**src/design/hsd_pkg.sv**
```systemverilog
// shared constants and types for the hub status display and config glue
// assumes a single 200 MHz clock and active-low controller status bits
package hsd_pkg;

  // ****************************************
  // clock and timing
  // ****************************************
  localparam int unsigned CLK_MHZ       = 200;
  localparam int unsigned CLK_PERIOD_NS = 5;
  localparam int unsigned BUF_DELAY_NS  = 100;   // reset-to-buffer skew
  localparam int unsigned RST_HOLD_NS   = 1000;  // controller reset width
  localparam int unsigned STRETCH_MS    = 100;   // visible overlong time
  localparam int unsigned DEBOUNCE_US   = 2000;  // button settle time
  localparam int unsigned BUF_DELAY_CYC =
    (BUF_DELAY_NS + CLK_PERIOD_NS - 1) / CLK_PERIOD_NS;
  localparam int unsigned RST_HOLD_CYC  =
    (RST_HOLD_NS + CLK_PERIOD_NS - 1) / CLK_PERIOD_NS;
  localparam int unsigned STRETCH_CYC   = STRETCH_MS * 1000 * CLK_MHZ;
  localparam int unsigned DEBOUNCE_CYC  = DEBOUNCE_US * CLK_MHZ;
  localparam int unsigned LD_CNT_W      = 16;
  localparam int unsigned STRETCH_W     = 25;
  localparam int unsigned DEBOUNCE_W    = 20;

  // ****************************************
  // strobed status layout
  // ****************************************
  localparam int unsigned DATA_W       = 8;
  localparam int unsigned ST_W         = 4;
  localparam int unsigned ST_OVERLONG  = 0;
  localparam int unsigned ST_COLLISION = 1;
  localparam int unsigned ST_RECEIVE   = 2;
  localparam int unsigned ST_PARTITION = 3;
  localparam int unsigned ADDR_LSB     = 5;
  localparam int unsigned ADDR_W       = 3;
  localparam int unsigned PORT_W       = 5;
  localparam int unsigned PORTS        = 8;

  // ****************************************
  // configuration word
  // ****************************************
  localparam int unsigned CFG_W       = 8;
  localparam int unsigned CFG_CC_BIT  = 0;
  localparam int unsigned CFG_TX_BIT  = 1;
  localparam int unsigned CFG_POL_BIT = 2;
  localparam int unsigned CFG_MAX_BIT = 3;
  localparam logic [CFG_W-1:0] CFG_FIXED = 8'h00;

  // load sequencer, gray along the path
  typedef enum logic [1:0]
  {
    LD_IDLE    = 2'b00,
    LD_HOLD    = 2'b01,
    LD_DRIVE   = 2'b11,
    LD_RELEASE = 2'b10
  } hsd_load_e;

  // the four lines that pass the bidirectional transceiver
  typedef struct packed
  {
    logic cascade_rx_enable;
    logic cascade_rx_clock;
    logic cascade_collision_n;
    logic cascade_rx_data;
  } hsd_casc_s;

  // the four board indicators, active high
  typedef struct packed
  {
    logic any_partition_indicator;
    logic receive_indicator;
    logic collision_indicator;
    logic overlong_packet_indicator;
  } hsd_ind_s;

endpackage

```
**src/design/hsd_status_latch.sv**
```systemverilog
// one controller's status capture: summary nibble or per-port array
// assumes strobe and data are synchronous to ref_clk
module hsd_status_latch #(
  parameter int unsigned PORTS  = hsd_pkg::PORTS,
  parameter int unsigned PORT_W = hsd_pkg::PORT_W
)(
  // clock and reset
  input  wire logic                   ref_clk,
  input  wire logic                   sys_rst,
  input  wire logic                   clk_en,
  // controller side
  input  wire logic                   status_strobe,
  input  wire logic [hsd_pkg::DATA_W-1:0] data,
  input  wire logic                   max_mode,
  // captured status
  output logic [hsd_pkg::ST_W-1:0]    min_status,
  output logic [PORTS-1:0][PORT_W-1:0] port_status
);

  logic                         strobe_q;
  logic                         next_strobe_q;
  logic [hsd_pkg::ST_W-1:0]     next_min_status;
  logic [PORTS-1:0][PORT_W-1:0] next_port_status;
  logic                         rise;
  logic [hsd_pkg::ADDR_W-1:0]   addr;

  // ****************************************
  // capture on the strobe's rising edge
  // ****************************************
  assign rise = status_strobe & ~strobe_q;
  assign addr = data[hsd_pkg::ADDR_LSB +: hsd_pkg::ADDR_W];

  // summary nibble in min mode, addressed write in max mode
  always_comb
  begin
    next_strobe_q    = status_strobe;
    next_min_status  = min_status;
    next_port_status = port_status;
    if (rise)
    begin
      if (max_mode)
        next_port_status[addr] = data[PORT_W-1:0];
      else
        next_min_status = data[hsd_pkg::ST_W-1:0];
    end
  end

  // all ones after reset: every condition reads inactive
  always_ff @(posedge ref_clk or posedge sys_rst)
  begin
    if (sys_rst)
    begin
      strobe_q    <= 1'b0;
      min_status  <= '1;
      port_status <= '1;
    end
    else if (clk_en)
    begin
      strobe_q    <= next_strobe_q;
      min_status  <= next_min_status;
      port_status <= next_port_status;
    end
  end
endmodule

```
**src/design/hsd_stretch.sv**
```systemverilog
// pulse stretcher for the short overlong-packet condition
// assumes the input is a registered level in the ref_clk domain
module hsd_stretch #(
  parameter int unsigned CYC = hsd_pkg::STRETCH_CYC,
  parameter int unsigned CW  = hsd_pkg::STRETCH_W
)(
  // clock and reset
  input  wire logic ref_clk,
  input  wire logic sys_rst,
  input  wire logic clk_en,
  // level in and stretched level out
  input  wire logic level_in,
  output logic      level_out
);

  logic [CW-1:0] cnt;
  logic [CW-1:0] next_cnt;
  logic          next_level_out;

  // reload while active, then count down; output holds until zero
  always_comb
  begin
    next_cnt       = cnt;
    next_level_out = level_in || (cnt != '0);
    if (level_in)
      next_cnt = CW'(CYC);
    else if (cnt != '0)
      next_cnt = cnt - 1'b1;
  end

  always_ff @(posedge ref_clk or posedge sys_rst)
  begin
    if (sys_rst)
    begin
      cnt       <= '0;
      level_out <= 1'b0;
    end
    else if (clk_en)
    begin
      cnt       <= next_cnt;
      level_out <= next_level_out;
    end
  end
endmodule

```
**src/design/hsd_top.sv**
```systemverilog
// board glue: status display, cascade bus drivers, configuration load
// assumes all pins are synchronous to ref_clk; open-collector and
// transceiver wire levels are resolved outside from the enables
module hsd_top #(
  parameter int unsigned STRETCH_CYC  = hsd_pkg::STRETCH_CYC,
  parameter int unsigned DEBOUNCE_CYC = hsd_pkg::DEBOUNCE_CYC
)(
  // clock, reset, enable
  input  wire logic                        ref_clk,
  input  wire logic                        sys_rst,
  input  wire logic                        clk_en,
  // controller a status bus
  input  wire logic                        status_strobe_a,
  input  wire logic [hsd_pkg::DATA_W-1:0]  data_a,
  // controller b status bus
  input  wire logic                        status_strobe_b,
  input  wire logic [hsd_pkg::DATA_W-1:0]  data_b,
  // user controls
  input  wire logic                        display_mode_sel,
  input  wire logic                        sw_cc,
  input  wire logic                        sw_tx,
  input  wire logic                        sw_pol,
  input  wire logic                        reset_button_n,
  // cascade connector sense and pull-ups
  input  wire logic                        cascade_in_connected,
  output logic                             pullup_oe,
  // open-collector activity lines
  input  wire logic                        ctrl_activity_n,
  input  wire logic                        ctrl_any_transmit_n,
  input  wire logic                        cascade_activity_n_i,
  output logic                             cascade_activity_n_o,
  output logic                             cascade_activity_n_oe,
  input  wire logic                        cascade_any_transmit_n_i,
  output logic                             cascade_any_transmit_n_o,
  output logic                             cascade_any_transmit_n_oe,
  output logic                             ctrl_activity_in_n,
  output logic                             ctrl_any_transmit_in_n,
  // transceiver lines
  input  wire hsd_pkg::hsd_casc_s          ctrl_casc_out,
  input  wire logic                        ctrl_casc_drive,
  input  wire hsd_pkg::hsd_casc_s          cascade_i,
  output hsd_pkg::hsd_casc_s               cascade_o,
  output logic                             cascade_oe,
  output hsd_pkg::hsd_casc_s               ctrl_casc_in,
  // configuration to both controllers
  output logic                             ctrl_reset_n,
  output logic                             config_oe,
  output logic [hsd_pkg::CFG_W-1:0]        config_word_a,
  output logic [hsd_pkg::CFG_W-1:0]        config_word_b,
  // indicators
  output hsd_pkg::hsd_ind_s                ind,
  output logic [hsd_pkg::PORTS-1:0][hsd_pkg::PORT_W-1:0] port_status_a,
  output logic [hsd_pkg::PORTS-1:0][hsd_pkg::PORT_W-1:0] port_status_b
);

  // ****************************************
  // helpers
  // ****************************************
  // active-low OR of two status bits, active-high result
  function automatic logic any_low(input logic a, input logic b);
    any_low = ~(a & b);
  endfunction

  function automatic logic [hsd_pkg::CFG_W-1:0] cfg_build(
    input logic cc, input logic tx, input logic pol, input logic mx);
    logic [hsd_pkg::CFG_W-1:0] w;
    w = hsd_pkg::CFG_FIXED;
    w[hsd_pkg::CFG_CC_BIT]  = cc;
    w[hsd_pkg::CFG_TX_BIT]  = tx;
    w[hsd_pkg::CFG_POL_BIT] = pol;
    w[hsd_pkg::CFG_MAX_BIT] = mx;
    cfg_build = w;
  endfunction

  // ****************************************
  // status capture and display
  // ****************************************
  logic [hsd_pkg::ST_W-1:0] min_a;
  logic [hsd_pkg::ST_W-1:0] min_b;
  logic                     max_mode;
  logic                     next_max_mode;
  logic                     overlong_raw;
  logic                     next_overlong_raw;
  logic                     overlong_str;
  hsd_pkg::hsd_ind_s        next_ind;

  // separate instances keep the two data buses apart
  hsd_status_latch u_latch_a (
    .ref_clk       (ref_clk),
    .sys_rst       (sys_rst),
    .clk_en        (clk_en),
    .status_strobe (status_strobe_a),
    .data          (data_a),
    .max_mode      (max_mode),
    .min_status    (min_a),
    .port_status   (port_status_a)
  );

  hsd_status_latch u_latch_b (
    .ref_clk       (ref_clk),
    .sys_rst       (sys_rst),
    .clk_en        (clk_en),
    .status_strobe (status_strobe_b),
    .data          (data_b),
    .max_mode      (max_mode),
    .min_status    (min_b),
    .port_status   (port_status_b)
  );

  hsd_stretch #(
    .CYC (STRETCH_CYC)
  ) u_stretch (
    .ref_clk   (ref_clk),
    .sys_rst   (sys_rst),
    .clk_en    (clk_en),
    .level_in  (overlong_raw),
    .level_out (overlong_str)
  );

  // combine both controllers; receive and collision need no stretch
  // because the controllers already hold them long enough
  always_comb
  begin
    next_overlong_raw = any_low(min_a[hsd_pkg::ST_OVERLONG],
                                min_b[hsd_pkg::ST_OVERLONG]);
    next_ind.overlong_packet_indicator = overlong_str;
    next_ind.collision_indicator = any_low(min_a[hsd_pkg::ST_COLLISION],
                                   min_b[hsd_pkg::ST_COLLISION]);
    next_ind.receive_indicator = any_low(min_a[hsd_pkg::ST_RECEIVE],
                                 min_b[hsd_pkg::ST_RECEIVE]);
    next_ind.any_partition_indicator =
      any_low(min_a[hsd_pkg::ST_PARTITION],
              min_b[hsd_pkg::ST_PARTITION]);
  end

  always_ff @(posedge ref_clk or posedge sys_rst)
  begin
    if (sys_rst)
    begin
      overlong_raw <= 1'b0;
      ind          <= '0;
    end
    else if (clk_en)
    begin
      overlong_raw <= next_overlong_raw;
      ind          <= next_ind;
    end
  end

  // ****************************************
  // cascade bus
  // ****************************************
  logic               next_pullup_oe;
  logic               next_act_oe;
  logic               next_anyx_oe;
  logic               next_casc_oe;
  hsd_pkg::hsd_casc_s next_cascade_o;

  // open-collector lines only ever pull low; transceiver follows the
  // controller's direction so the bus has one driver at a time
  always_comb
  begin
    next_pullup_oe = ~cascade_in_connected;
    next_act_oe    = ~ctrl_activity_n;
    next_anyx_oe   = ~ctrl_any_transmit_n;
    next_casc_oe   = ctrl_casc_drive;
    next_cascade_o = ctrl_casc_out;
  end

  always_ff @(posedge ref_clk or posedge sys_rst)
  begin
    if (sys_rst)
    begin
      pullup_oe                 <= 1'b0;
      cascade_activity_n_o      <= 1'b0;
      cascade_activity_n_oe     <= 1'b0;
      cascade_any_transmit_n_o  <= 1'b0;
      cascade_any_transmit_n_oe <= 1'b0;
      ctrl_activity_in_n        <= 1'b1;
      ctrl_any_transmit_in_n    <= 1'b1;
      cascade_o                 <= '0;
      cascade_oe                <= 1'b0;
      ctrl_casc_in              <= '0;
    end
    else if (clk_en)
    begin
      pullup_oe                 <= next_pullup_oe;
      cascade_activity_n_o      <= 1'b0;
      cascade_activity_n_oe     <= next_act_oe;
      cascade_any_transmit_n_o  <= 1'b0;
      cascade_any_transmit_n_oe <= next_anyx_oe;
      ctrl_activity_in_n        <= cascade_activity_n_i;
      ctrl_any_transmit_in_n    <= cascade_any_transmit_n_i;
      cascade_o                 <= next_cascade_o;
      cascade_oe                <= next_casc_oe;
      ctrl_casc_in              <= cascade_i;
    end
  end

  // ****************************************
  // button filter and load sequencer
  // ****************************************
  logic [hsd_pkg::DEBOUNCE_W-1:0] btn_cnt;
  logic [hsd_pkg::DEBOUNCE_W-1:0] next_btn_cnt;
  logic                           press;
  hsd_pkg::hsd_load_e             state;
  hsd_pkg::hsd_load_e             next_state;
  logic [hsd_pkg::LD_CNT_W-1:0]   ld_cnt;
  logic [hsd_pkg::LD_CNT_W-1:0]   next_ld_cnt;
  logic                           next_ctrl_reset_n;
  logic                           next_config_oe;
  logic [hsd_pkg::CFG_W-1:0]      next_config_word;

  // a slow or bouncing button counts as one press once it has been
  // low for the whole filter time; release re-arms it
  always_comb
  begin
    press        = 1'b0;
    next_btn_cnt = btn_cnt;
    if (reset_button_n)
      next_btn_cnt = '0;
    else if (btn_cnt != hsd_pkg::DEBOUNCE_W'(DEBOUNCE_CYC))
    begin
      next_btn_cnt = btn_cnt + 1'b1;
      press = (btn_cnt == hsd_pkg::DEBOUNCE_W'(DEBOUNCE_CYC - 1));
    end
  end

  // hold: reset low, buffers off; drive: buffers on; release: reset
  // high while buffers still drive, so the word is seen at the edge
  always_comb
  begin
    next_state  = state;
    next_ld_cnt = ld_cnt + 1'b1;
    unique case (state)
      hsd_pkg::LD_IDLE:
        next_ld_cnt = '0;
      hsd_pkg::LD_HOLD:
        if (ld_cnt == hsd_pkg::LD_CNT_W'(hsd_pkg::BUF_DELAY_CYC))
        begin
          next_state  = hsd_pkg::LD_DRIVE;
          next_ld_cnt = '0;
        end
      hsd_pkg::LD_DRIVE:
        if (ld_cnt == hsd_pkg::LD_CNT_W'(hsd_pkg::RST_HOLD_CYC))
        begin
          next_state  = hsd_pkg::LD_RELEASE;
          next_ld_cnt = '0;
        end
      hsd_pkg::LD_RELEASE:
        if (ld_cnt == hsd_pkg::LD_CNT_W'(hsd_pkg::BUF_DELAY_CYC))
        begin
          next_state  = hsd_pkg::LD_IDLE;
          next_ld_cnt = '0;
        end
    endcase
    if (press)
    begin
      next_state  = hsd_pkg::LD_HOLD;
      next_ld_cnt = '0;
    end
    next_ctrl_reset_n = (next_state == hsd_pkg::LD_IDLE) ||
                        (next_state == hsd_pkg::LD_RELEASE);
    next_config_oe    = (next_state == hsd_pkg::LD_DRIVE) ||
                        (next_state == hsd_pkg::LD_RELEASE);
    // switches sampled only on entry to drive, ignored otherwise
    next_config_word  = config_word_a;
    next_max_mode     = max_mode;
    if (next_state == hsd_pkg::LD_DRIVE && state != hsd_pkg::LD_DRIVE)
    begin
      next_config_word = cfg_build(sw_cc, sw_tx, sw_pol,
                                   display_mode_sel);
      next_max_mode    = display_mode_sel;
    end
  end

  // power-on starts a load straight away
  always_ff @(posedge ref_clk or posedge sys_rst)
  begin
    if (sys_rst)
    begin
      btn_cnt       <= '0;
      state         <= hsd_pkg::LD_HOLD;
      ld_cnt        <= '0;
      ctrl_reset_n  <= 1'b0;
      config_oe     <= 1'b0;
      config_word_a <= hsd_pkg::CFG_FIXED;
      config_word_b <= hsd_pkg::CFG_FIXED;
      max_mode      <= 1'b0;
    end
    else if (clk_en)
    begin
      btn_cnt       <= next_btn_cnt;
      state         <= next_state;
      ld_cnt        <= next_ld_cnt;
      ctrl_reset_n  <= next_ctrl_reset_n;
      config_oe     <= next_config_oe;
      config_word_a <= next_config_word;
      config_word_b <= next_config_word;
      max_mode      <= next_max_mode;
    end
  end
endmodule

```
**config.mk**
```make
export PLATFORM = sky130hd
export DESIGN_NAME = hsd_top
export DESIGN_NICKNAME = d
export VERILOG_FILES = /design/src/design/hsd_pkg.sv /design/src/design/hsd_status_latch.sv /design/src/design/hsd_stretch.sv /design/src/design/hsd_top.sv
export SDC_FILE = /design/constraint.sdc
export NUM_CORES = 1
export LEC_CHECK = 0
export BUFFER_PORTS_ARGS = -buffer_cell sky130_fd_sc_hd__buf_4
export CORE_MARGIN = 2
export CORE_UTILIZATION = 25
export CTS_CLUSTER_SIZE = 12
export DETAILED_ROUTE_END_ITERATION = 10
export PLACE_DENSITY_LB_ADDON = 0.2
export SLEW_MARGIN = 20
export SYNTH_ARGS = -nofsm -noshare
export SYNTH_HDL_FRONTEND = slang
export SYNTH_SLANG_ARGS = --single-unit
```
**constraint.sdc**
```tcl
create_clock -name ref_clk -period 6.5 [get_ports ref_clk]
set_input_delay 0.65 -clock ref_clk [delete_from_list [all_inputs] [get_ports ref_clk]]
set_output_delay 0.65 -clock ref_clk [all_outputs]
set_load 0.005 [all_outputs]
```
Word level (Yosys, flattened, before mapping)
Index checks and enable logic that the tools add are counted.

Bits in registers: 184. Bits of input ports: 40. Output and inout port bits: 118.

Add/sub/neg operators: 3. Magnitude comparators: 4. Equality and inequality tests: 10. Multiplexer cells: 22. Bitwise logic cells: 16. Reduce and logical (&&, ||, !) cells: 19.

Operators by type and width (number): bitwise mux 40 bit (2); two-way mux 25 bit (2); two-way mux 16 bit (3); case mux 16 bit (3 select lines) (1); two-way mux 20 bit (2); demux 5 bit (select 3 bit) (2); nonzero test 25 bit (1); subtractor 25 x 1 -> 25 bit, second input constant (1); adder 20 x 1 -> 20 bit, second input constant (1); == test 20 x 19 -> 1 bit, second input constant (1); inequality test 20 x 19 -> 1 bit, second input constant (1); adder 16 x 1 -> 16 bit, second input constant (1); == test 16 x 5 -> 1 bit, second input constant (1); == test 16 x 8 -> 1 bit, second input constant (1); AND reduction 3 bit (4); two-way mux 5 bit (2); inverter 1 bit (10); == test 2 bit, second input constant (4); < comparator 3 x 4 -> 1 bit, second input constant (2); two-way mux 2 bit (4); two-way mux 8 bit (1); bitwise AND 1 bit (6); greater-or-equal comparator 3 x 1 -> 1 bit, second input constant (2); case mux 2 bit (3 select lines) (1); 9 further kinds (18).

Depth between registers and ports, before layout
Gate-level depths: netlist of the first run.

Depth after elaboration: 7. Gate-level depth with buffers: 8. Mapped depth without buffers: 7.

Hierarchy
From an unflattened synthesis of the first run, not the netlist that was laid out.

Cells, all modules: 713. Area total of the unflattened synthesis: 8645.8 sq um.

By module, submodules not included: hsd_status_latch (instances 2, cells each 108, area each 1889.3 sq um, seq. area each 1181.1 sq um); hsd_top (instances 1, cells each 332, area each 3359.5 sq um, seq. area each 1580.3 sq um); hsd_stretch (instances 1, cells each 165, area each 1507.7 sq um, seq. area each 650.6 sq um).

Least setup slack after synthesis of the first run
No wires, ideal clock.

Path kind: register to register. Start point: reg btn_cnt[0] (netlist bit). End point: reg config_word_b[0] (netlist bit). Setup time: 0.127 ns. Data arrival time: 2.033 ns. Data required time: 6.373 ns. Path slack: 4.339 ns. Cell stages (with the launch flop): 7. Path through: dfrtp_1 > ha_1 > nand2_1 > or3_4 > a2bb2oi_2 > a2111oi_4 > mux2_1.

Word-level cells in the longest chain between the ends: 7. Elaborated cells between the ends (all ways): 8. Classes of those cells: eq/ne (3); mux (3); reduce/logical (2).

RTL lines: start: declaration (RTL line hsd_top.sv:203) `logic [hsd_pkg::DEBOUNCE_W-1:0] btn_cnt;`; start signal: assignment (RTL line hsd_top.sv:293) `btn_cnt <= next_btn_cnt;`; == test 20 x 19 -> 1 bit or inequality test 20 x 19 -> 1 bit (tied branches) (RTL line hsd_top.sv:225, hsd_top.sv:222); two-way mux 1 bit * (RTL line hsd_top.sv:222) `else if (btn_cnt != hsd_pkg::DEBOUNCE_W'(DEBOUNCE_CYC))`; two-way mux 1 bit * (RTL line hsd_top.sv:220) `if (reset_button_n)`; two-way mux 2 bit * (RTL line hsd_top.sv:257) `if (press)`; == test 2 bit * (RTL line hsd_top.sv:269) `if (next_state == hsd_pkg::LD_DRIVE && state != hsd_pkg::LD_DRIVE)`; logical AND 1 bit * (RTL line hsd_top.sv:269); AND reduction 2 bit (no source line) *; end signal: assignment (RTL line hsd_top.sv:288) `config_word_b <= hsd_pkg::CFG_FIXED;`; end signal: assignment (RTL line hsd_top.sv:299) `config_word_b <= next_config_word;`; end: declaration (RTL line hsd_top.sv:49) `output logic [hsd_pkg::CFG_W-1:0] config_word_b,`.

Mark *: on every way between the ends. The rest lies on a longest branch, timed or not. A chain may end at the register's enable or synchronous reset.

Final worst setup path of the first run
Start point: in clk_en. End point: reg u_latch_b.port_status[11] (netlist bit).

Word-level cells in the longest chain between the ends: 1.

RTL lines: start: declaration (RTL line hsd_top.sv:11) `input wire logic clk_en,`; AND reduction 3 bit (no source line); end signal: assignment (RTL line hsd_status_latch.sv:61) `port_status <= next_port_status;`; end: declaration (RTL line hsd_status_latch.sv:17) `output logic [PORTS-1:0][PORT_W-1:0] port_status`.

Every way passes these cells.

==> impl_metrics.toml, run 1 <==
[floorplanning]
dieArea_um2 = 35200
dieHeight_um = 188
chipWidth_um = 188
coreArea_um2 = 33400
floorplan.initialDensity_pct = 25.2
std_cell_rows = 67
io_pins = 158

[timing]
period_share_pct = 42.7
period_minus_slack_ns = 2.78
fin_setup_tns_ns = 0
worst_pin_slew_ns = 0.991
fin_skew_ns = 0.0116
slew_viol_final = 0
fmax_mhz = 360
slew_headroom_pct = 33.5
rsz0062_at_grt = "no"
finalSetupViolCount = 0
hold_viol = 0

[finish]
layout_commonest_cell = "buf_4"
fin_nets = 901
nFillCells = 3464
final_cells = 1313
syn2layout_area_growth_pct = 25.2
layout_common_cells = "buf_4 (148), mux2_2 (103), dfstp_2 (91)"
drive_gt1_share_pct = 44.3
diodes = 0

[route]
route.vias.total = 6049
drt_pass1_iterations = 5
drt-wirelength-per-cell_um = 16.3
route.detailed.drc = 0
ant_nets = 0
via_per_inst = 4.61
dr.first_iter.drc_count = 311
wirelength_mm = 21.4

[clocking]
cts_max_level = 4
cts_tree = "built"
worstSkewPairLatency_ns = 0.44
cts_sinks = 179
cts_buffers = 17
postCtsSetupRepairBufs = 0
cts_resized = 0
cts_hold_buffers = 0
cts_buffer_depth = 2
clk_pin_slew_ns = 0.07
cts_root_buf = "clkbuf_16"

[power]
switchingPower_mw = 1.06
clock_power_share_pct = 30.0
combPwrFrac_pct = 24.9
sw_frac_of_total_pct = 29.3
ir_drop_v = 0.000172
p_leak_nw = 4.44
p_int_mw = 2.56
p_per_area_nw_per_um2 = 344
pwr-share-seq_pct = 45.1

[synthesis]
synthFlopType = "dfstp_2"
synth-seq-cells = 179
ys_seq_area_share_pct = 54.5
synthArstFlopShare_pct = 100
synthCells = 711
yosysUniqueCellTypes = 66
yosysWarnings = 0
synth-edff-count = 0
syn-cell-area_um2 = 8420
synth_area_per_cell_um2 = 11.8

[place]
dp.cells = 1281
portBuffers = 147
detailed_place_hpwl_mm = 14.2
gp_congestion = 0.728

[setup_path]
crit_required_ns = 6.86
critPathTopFamily = "simple AND/OR/NAND/NOR gates"
worstPathMaxFanout = 66
cp_slowest_cell = "nor3b_1"
max_stage_delay_ns = 0.67
critPathBufInv = 1
path_class = "in -> reg"
worstPathCellList = "buf_4 > nand2_1 > or3_1 > nor3b_1 > mux2_2"
worst_setup_path_end_kind = "flip-flop"
cp-start-kind = "input pin"
crit_arrival_ns = 3.14

[global_route]
grt_pass1_wl_mm = 35.2
overflow = 0
grt_max_degree = 108
antenna_found_initial = 0
grt_pass1_vias = 6219
grtUsageTotal_pct = 12.5

[run_status]
status = "complete, no violations"

[flow_run]
max_cap_violations = 0

[hold_path]
hold_path_class = "in -> async"
[path summary, 6_finish.rpt]
kind / from / slack [ns] / depth (start not counted) / end
worst max-delay path: clk_en / 3.72 / 5 / u_latch_b.port_status[11]
worst min-delay path: sys_rst / 0.36 / 2 / cascade_o[1]
worst max register to register: btn_cnt[15] / 3.82 / 5 / btn_cnt[7]
worst min register to register: cascade_any_transmit_n_oe / 0.49 / 2 / cascade_any_transmit_n_oe
max in group asynchronous: sys_rst / 4.65 / 3 / ind[1]
min in group ref_clk: ctrl_any_transmit_n / 0.39 / 2 / cascade_any_transmit_n_oe
[cell families (layout without fill, tap and decap cells)]
| kind of cell | count (synthesis) | in the layout | share of synthesized area [%] |
|---|---|---|---|
| muxes | 116 | 116 | 15.4 |
| xor gates and xnor gates | 15 | 15 | 1.56 |
| adders and majority gates | 9 | 9 | 1.34 |
| and+or+nand+nor | 236 | 236 | 15.7 |
| buffers and inverters | 60 | 205 | 3.37 |
| AOI/OAI and AO/OA | 95 | 95 | 8.04 |
| other | 1 | 10 | 0.0445 |
| DFF | 179 | 179 | 54.5 |
[synth_stat cells, types with 3 or more instances]
library cell / number / area, µm²
nor4_1: 15 / 93.8
nand2_1: 41 / 154
or4_1: 8 / 60.1
ha_1: 9 / 113
o21a_1: 3 / 22.5
nand3b_1: 5 / 37.5
a21oi_1: 10 / 50.1
dfstp_2: 91 / 2390
inv_1: 25 / 93.8
nor3b_1: 6 / 45.0
and3_1: 4 / 25.0
o21ai_0: 29 / 145
or3_1: 9 / 56.3
nor2_1: 45 / 169
mux2i_1: 9 / 90.1
o2bb2ai_1: 7 / 61.3
xor2_1: 12 / 105
o31ai_1: 6 / 45.0
buf_4: 15 / 113
clkbuf_1: 16 / 60.1
xnor2_1: 3 / 26.3
nor3_1: 16 / 80.1
nand3_1: 22 / 110
and4_1: 5 / 43.8
a41oi_1: 4 / 35.0
o41ai_1: 6 / 52.6
and2_1: 7 / 43.8
dfrtp_1: 88 / 2200
nand4_1: 22 / 138
nand2b_1: 16 / 100
mux2_2: 103 / 1160
mux2_1: 4 / 45.0
a31oi_1: 8 / 50.1
[sequential cells by signal (all words and copies together), names as in the netlist, 2 cells and up]
register / cells
state: 2
u_latch_a.port_status: 40
btn_cnt: 20
u_latch_b.min_status: 4
u_stretch.cnt: 25
u_latch_a.min_status: 4
ctrl_casc_in: 4
ld_cnt: 16
cascade_o: 4
u_latch_b.port_status: 40
config_word_b: 4
ind: 4
[worst register-to-register path: cells and delay by family, from the launching register on]
kind | cells | cell delay [ns]
simple gates | 3 | 1.08
compound gates | 2 | 1.10
flops | 1 | 0.43
[layer usage]
layer	part of all wire [%]	GRT usage, %	vias to the layer above
met5	0	0	-
met4	1.3	3.94	0
met3	6.6	4.08	15
met2	45	19.5	148
met1	47	16.4	3002
li1	-	-	2884
[layout make-up]
type / instances / area, µm² / share of cell area (%)
Sequential cell: 179 / 4590 / 43.6
Multi-Input combinational cell: 481 / 3580 / 33.9
Timing Repair Buffer: 148 / 1110 / 10.5
Tap cell: 448 / 561 / 5.32
Clock buffer: 21 / 450 / 4.27
Clock inverter: 11 / 148 / 1.40
Inverter: 25 / 101 / 0.961
[per-stage QoR]
stage	power (mW)	hold slack (ns)	area [µm²]	utilization, %	setup WS [ns]
after floorplan	2.12	0.472	8450	-	1.14
after global placement	2.56	0.474	9940	29.8	3.29
after detailed placement	2.57	0.479	9940	29.8	3.22
after CTS	3.70	0.362	10500	31.6	3.68
after global routing	3.86	0.375	10500	31.6	3.45
final	3.63	0.359	10500	31.6	3.72
[power groups by stage]
stage | Clock (mW) | Combinational [mW] | Sequential [mW]
floorplan | 0 | 0.501 | 1.62
global route | 1.17 | 1.01 | 1.67
detailed placement | 0 | 0.921 | 1.65
global placement | 0 | 0.912 | 1.65
CTS | 1.13 | 0.924 | 1.64
finish | 1.09 | 0.904 | 1.63
No activity file was read; power rests on OpenSTA's default activity.
==> run 2, diff against run 1 <==
==> constraint.sdc (replaced) <==
create_clock -name ref_clk -period 2.7 [get_ports ref_clk]
set_input_delay 0.27 -clock ref_clk [delete_from_list [all_inputs] [get_ports ref_clk]]
set_output_delay 0.27 -clock ref_clk [all_outputs]
set_load 0.005 [all_outputs]
==> run 2 against run 1 <==
  * Register-to-register slack worse by 3.6 ns
  * Utilization rose by 0.62 points
  * Non-clock buffer count rose by 31
  * Sequential cell count unchanged
  * Clock skew is 0.0038 ns higher
  * Clock power up 120%
  * Critical endpoint is now config_word_b[0]
  * Sequential power increased by 140%
  * Die area is the same
  * Worst setup slack lost 3.5 ns
  * Sequential share of layout area decreased by 0.83 points
==> impl_metrics.toml, run 2 (synthesized netlist as in run 1, its figures left out) <==
[timing]
period_minus_slack_ns = 2.49
rsz0062_at_grt = "no"
finalSetupViolCount = 0
period_share_pct = 92.2
fmax_mhz = 402
slew_viol_final = 0
worst_pin_slew_ns = 0.619
fin_skew_ns = 0.0154
fin_setup_tns_ns = 0
slew_headroom_pct = 58.7
whs_ns = 0.00185
worst_slack_ns = 0.210
hold_viol = 0

[run_status]
status = "complete, no violations"

[route]
wirelength_mm = 21.8
ant_nets = 0
route.detailed.drc = 0
dr.first_iter.drc_count = 313
drt-wirelength-per-cell_um = 16.2
drt_pass1_iterations = 4
via_per_inst = 4.58
route.vias.total = 6158

[global_route]
grt_max_degree = 103
grtUsageTotal_pct = 12.6
overflow = 0
grt_pass1_vias = 6280
grt_pass1_wl_mm = 35.5
antenna_found_initial = 0

[clocking]
worstSkewPairLatency_ns = 0.44
clk_pin_slew_ns = 0.08
cts_tree = "built"
cts_buffers = 17
cts_sinks = 179
cts_resized = 0
cts_root_buf = "clkbuf_16"
cts_buffer_depth = 2
cts_max_level = 4

[power]
p_per_area_nw_per_um2 = 797
p_leak_nw = 4.57
sw_frac_of_total_pct = 30.3
p_int_mw = 5.97
clock_power_share_pct = 27.7
ir_drop_v = 0.000432
switchingPower_mw = 2.59
combPwrFrac_pct = 26.5
pwr-share-seq_pct = 45.7

[finish]
top_regs = "u_latch_a.port_status x40, u_latch_b.port_status x40, u_stretch.cnt x25"
fin_util_pct = 32.2
fin_nets = 932
drive_gt1_share_pct = 46.0
layout_common_cells = "buf_4 (174), mux2_2 (103), dfstp_2 (91)"
diodes = 0
layout_commonest_cell = "buf_4"
syn2layout_area_growth_pct = 27.6
finalInstanceArea_um2 = 10700

[floorplanning]
chipWidth_um = 188
dieHeight_um = 188
floorplan.initialDensity_pct = 25.2
std_cell_rows = 67
dieArea_um2 = 35200
io_pins = 158
coreArea_um2 = 33400

[place]
portBuffers = 147
detailed_place_hpwl_mm = 15.1
pre_cts_ws_ns = 0.226
gp_congestion = 0.742
dpl-instance-area_um2 = 10200

[setup_path]
cp-start-kind = "flip-flop"
path_class = "reg -> reg"
crit_arrival_ns = 2.80
crit_required_ns = 3.01
worst_setup_path_end_kind = "flip-flop"
reg2reg_depth = 8
worstPathMaxFanout = 4

[hold_path]
hold_path_class = "in -> async"

[flow_run]
max_cap_violations = 0
## run 2: cell count changes in the layout (fill, tap and decap cells not counted), sizes merged
cell / delta
clkinv: +4
dlygate4sd3: +3
clkinvlp: +3
clkbuf: -1
inv: -3
buf: +28
bufinv: -3
## run 2: layer usage
layer	wire length, µm	track usage (%)	vias to the layer above	share of wire, %
li1	-	-	2933	-
met1	9710	15.9	3085	44
met2	10300	20.2	124	47
met3	1580	4.92	16	7.2
met4	215	3.39	0	0.99
met5	0	0	-	0
## run 2: area by class of cell
cell class | instances | area [µm²]
multi-input cells | 481 | 3580
well taps | 448 | 561
inverters | 25 | 97.6
clock inverters | 12 | 95.1
flip-flops and latches | 179 | 4590
clock buffers | 20 | 447
repair buffers | 179 | 1380
fillers | 3503 | 22600
## run 2: worst paths after layout
kind	start	to	slack [ns]
worst max register to register	ld_cnt[0]	config_word_b[0]	0.21
worst min-delay path	sys_rst	ld_cnt[2]	0.002
worst min register to register	cascade_any_transmit_n_oe	cascade_any_transmit_n_oe	0.49
max in group asynchronous	sys_rst	cascade_o[1]	2.20
worst max-delay path	ld_cnt[0]	config_word_b[0]	0.21
min in group ref_clk	sw_pol	config_word_b[2]	0.06
## run 2: worst max-delay path, stage by stage, from the launching register on
cell and delay [ns]:
dfrtp_1 0.41, inv_1 0.10, ha_1 0.17, nor4bb_1 0.30
nand4_1 0.24, a221oi_1 0.51, a2111oi_4 0.14, buf_4 0.19
mux2_1 0.31
## run 2: timing repair
item                                    in CTS  in global routing
hold endpoints to repair                     3                  0
endpoints found under the setup margin       0                  0
setup buffers                                0                  0
hold buffers                                 3                  0
## run 2: per-stage QoR
stage | instances | power, mW
floorplan | 720 | 5.11
global placement | 1309 | 6.25
detailed placement | 1309 | 6.28
CTS | 1344 | 8.75
global route | 1344 | 9.12
finish | 1344 | 8.56
## run 2: power by group through the flow
stage / Sequential, mW / Clock [mW] / Combinational, mW
floorplan: 3.90 / 0 / 1.21
global placement: 3.95 / 0 / 2.30
detailed placement: 3.97 / 0 / 2.31
CTS: 3.93 / 2.50 / 2.32
global route: 4.02 / 2.58 / 2.52
finish: 3.92 / 2.37 / 2.27
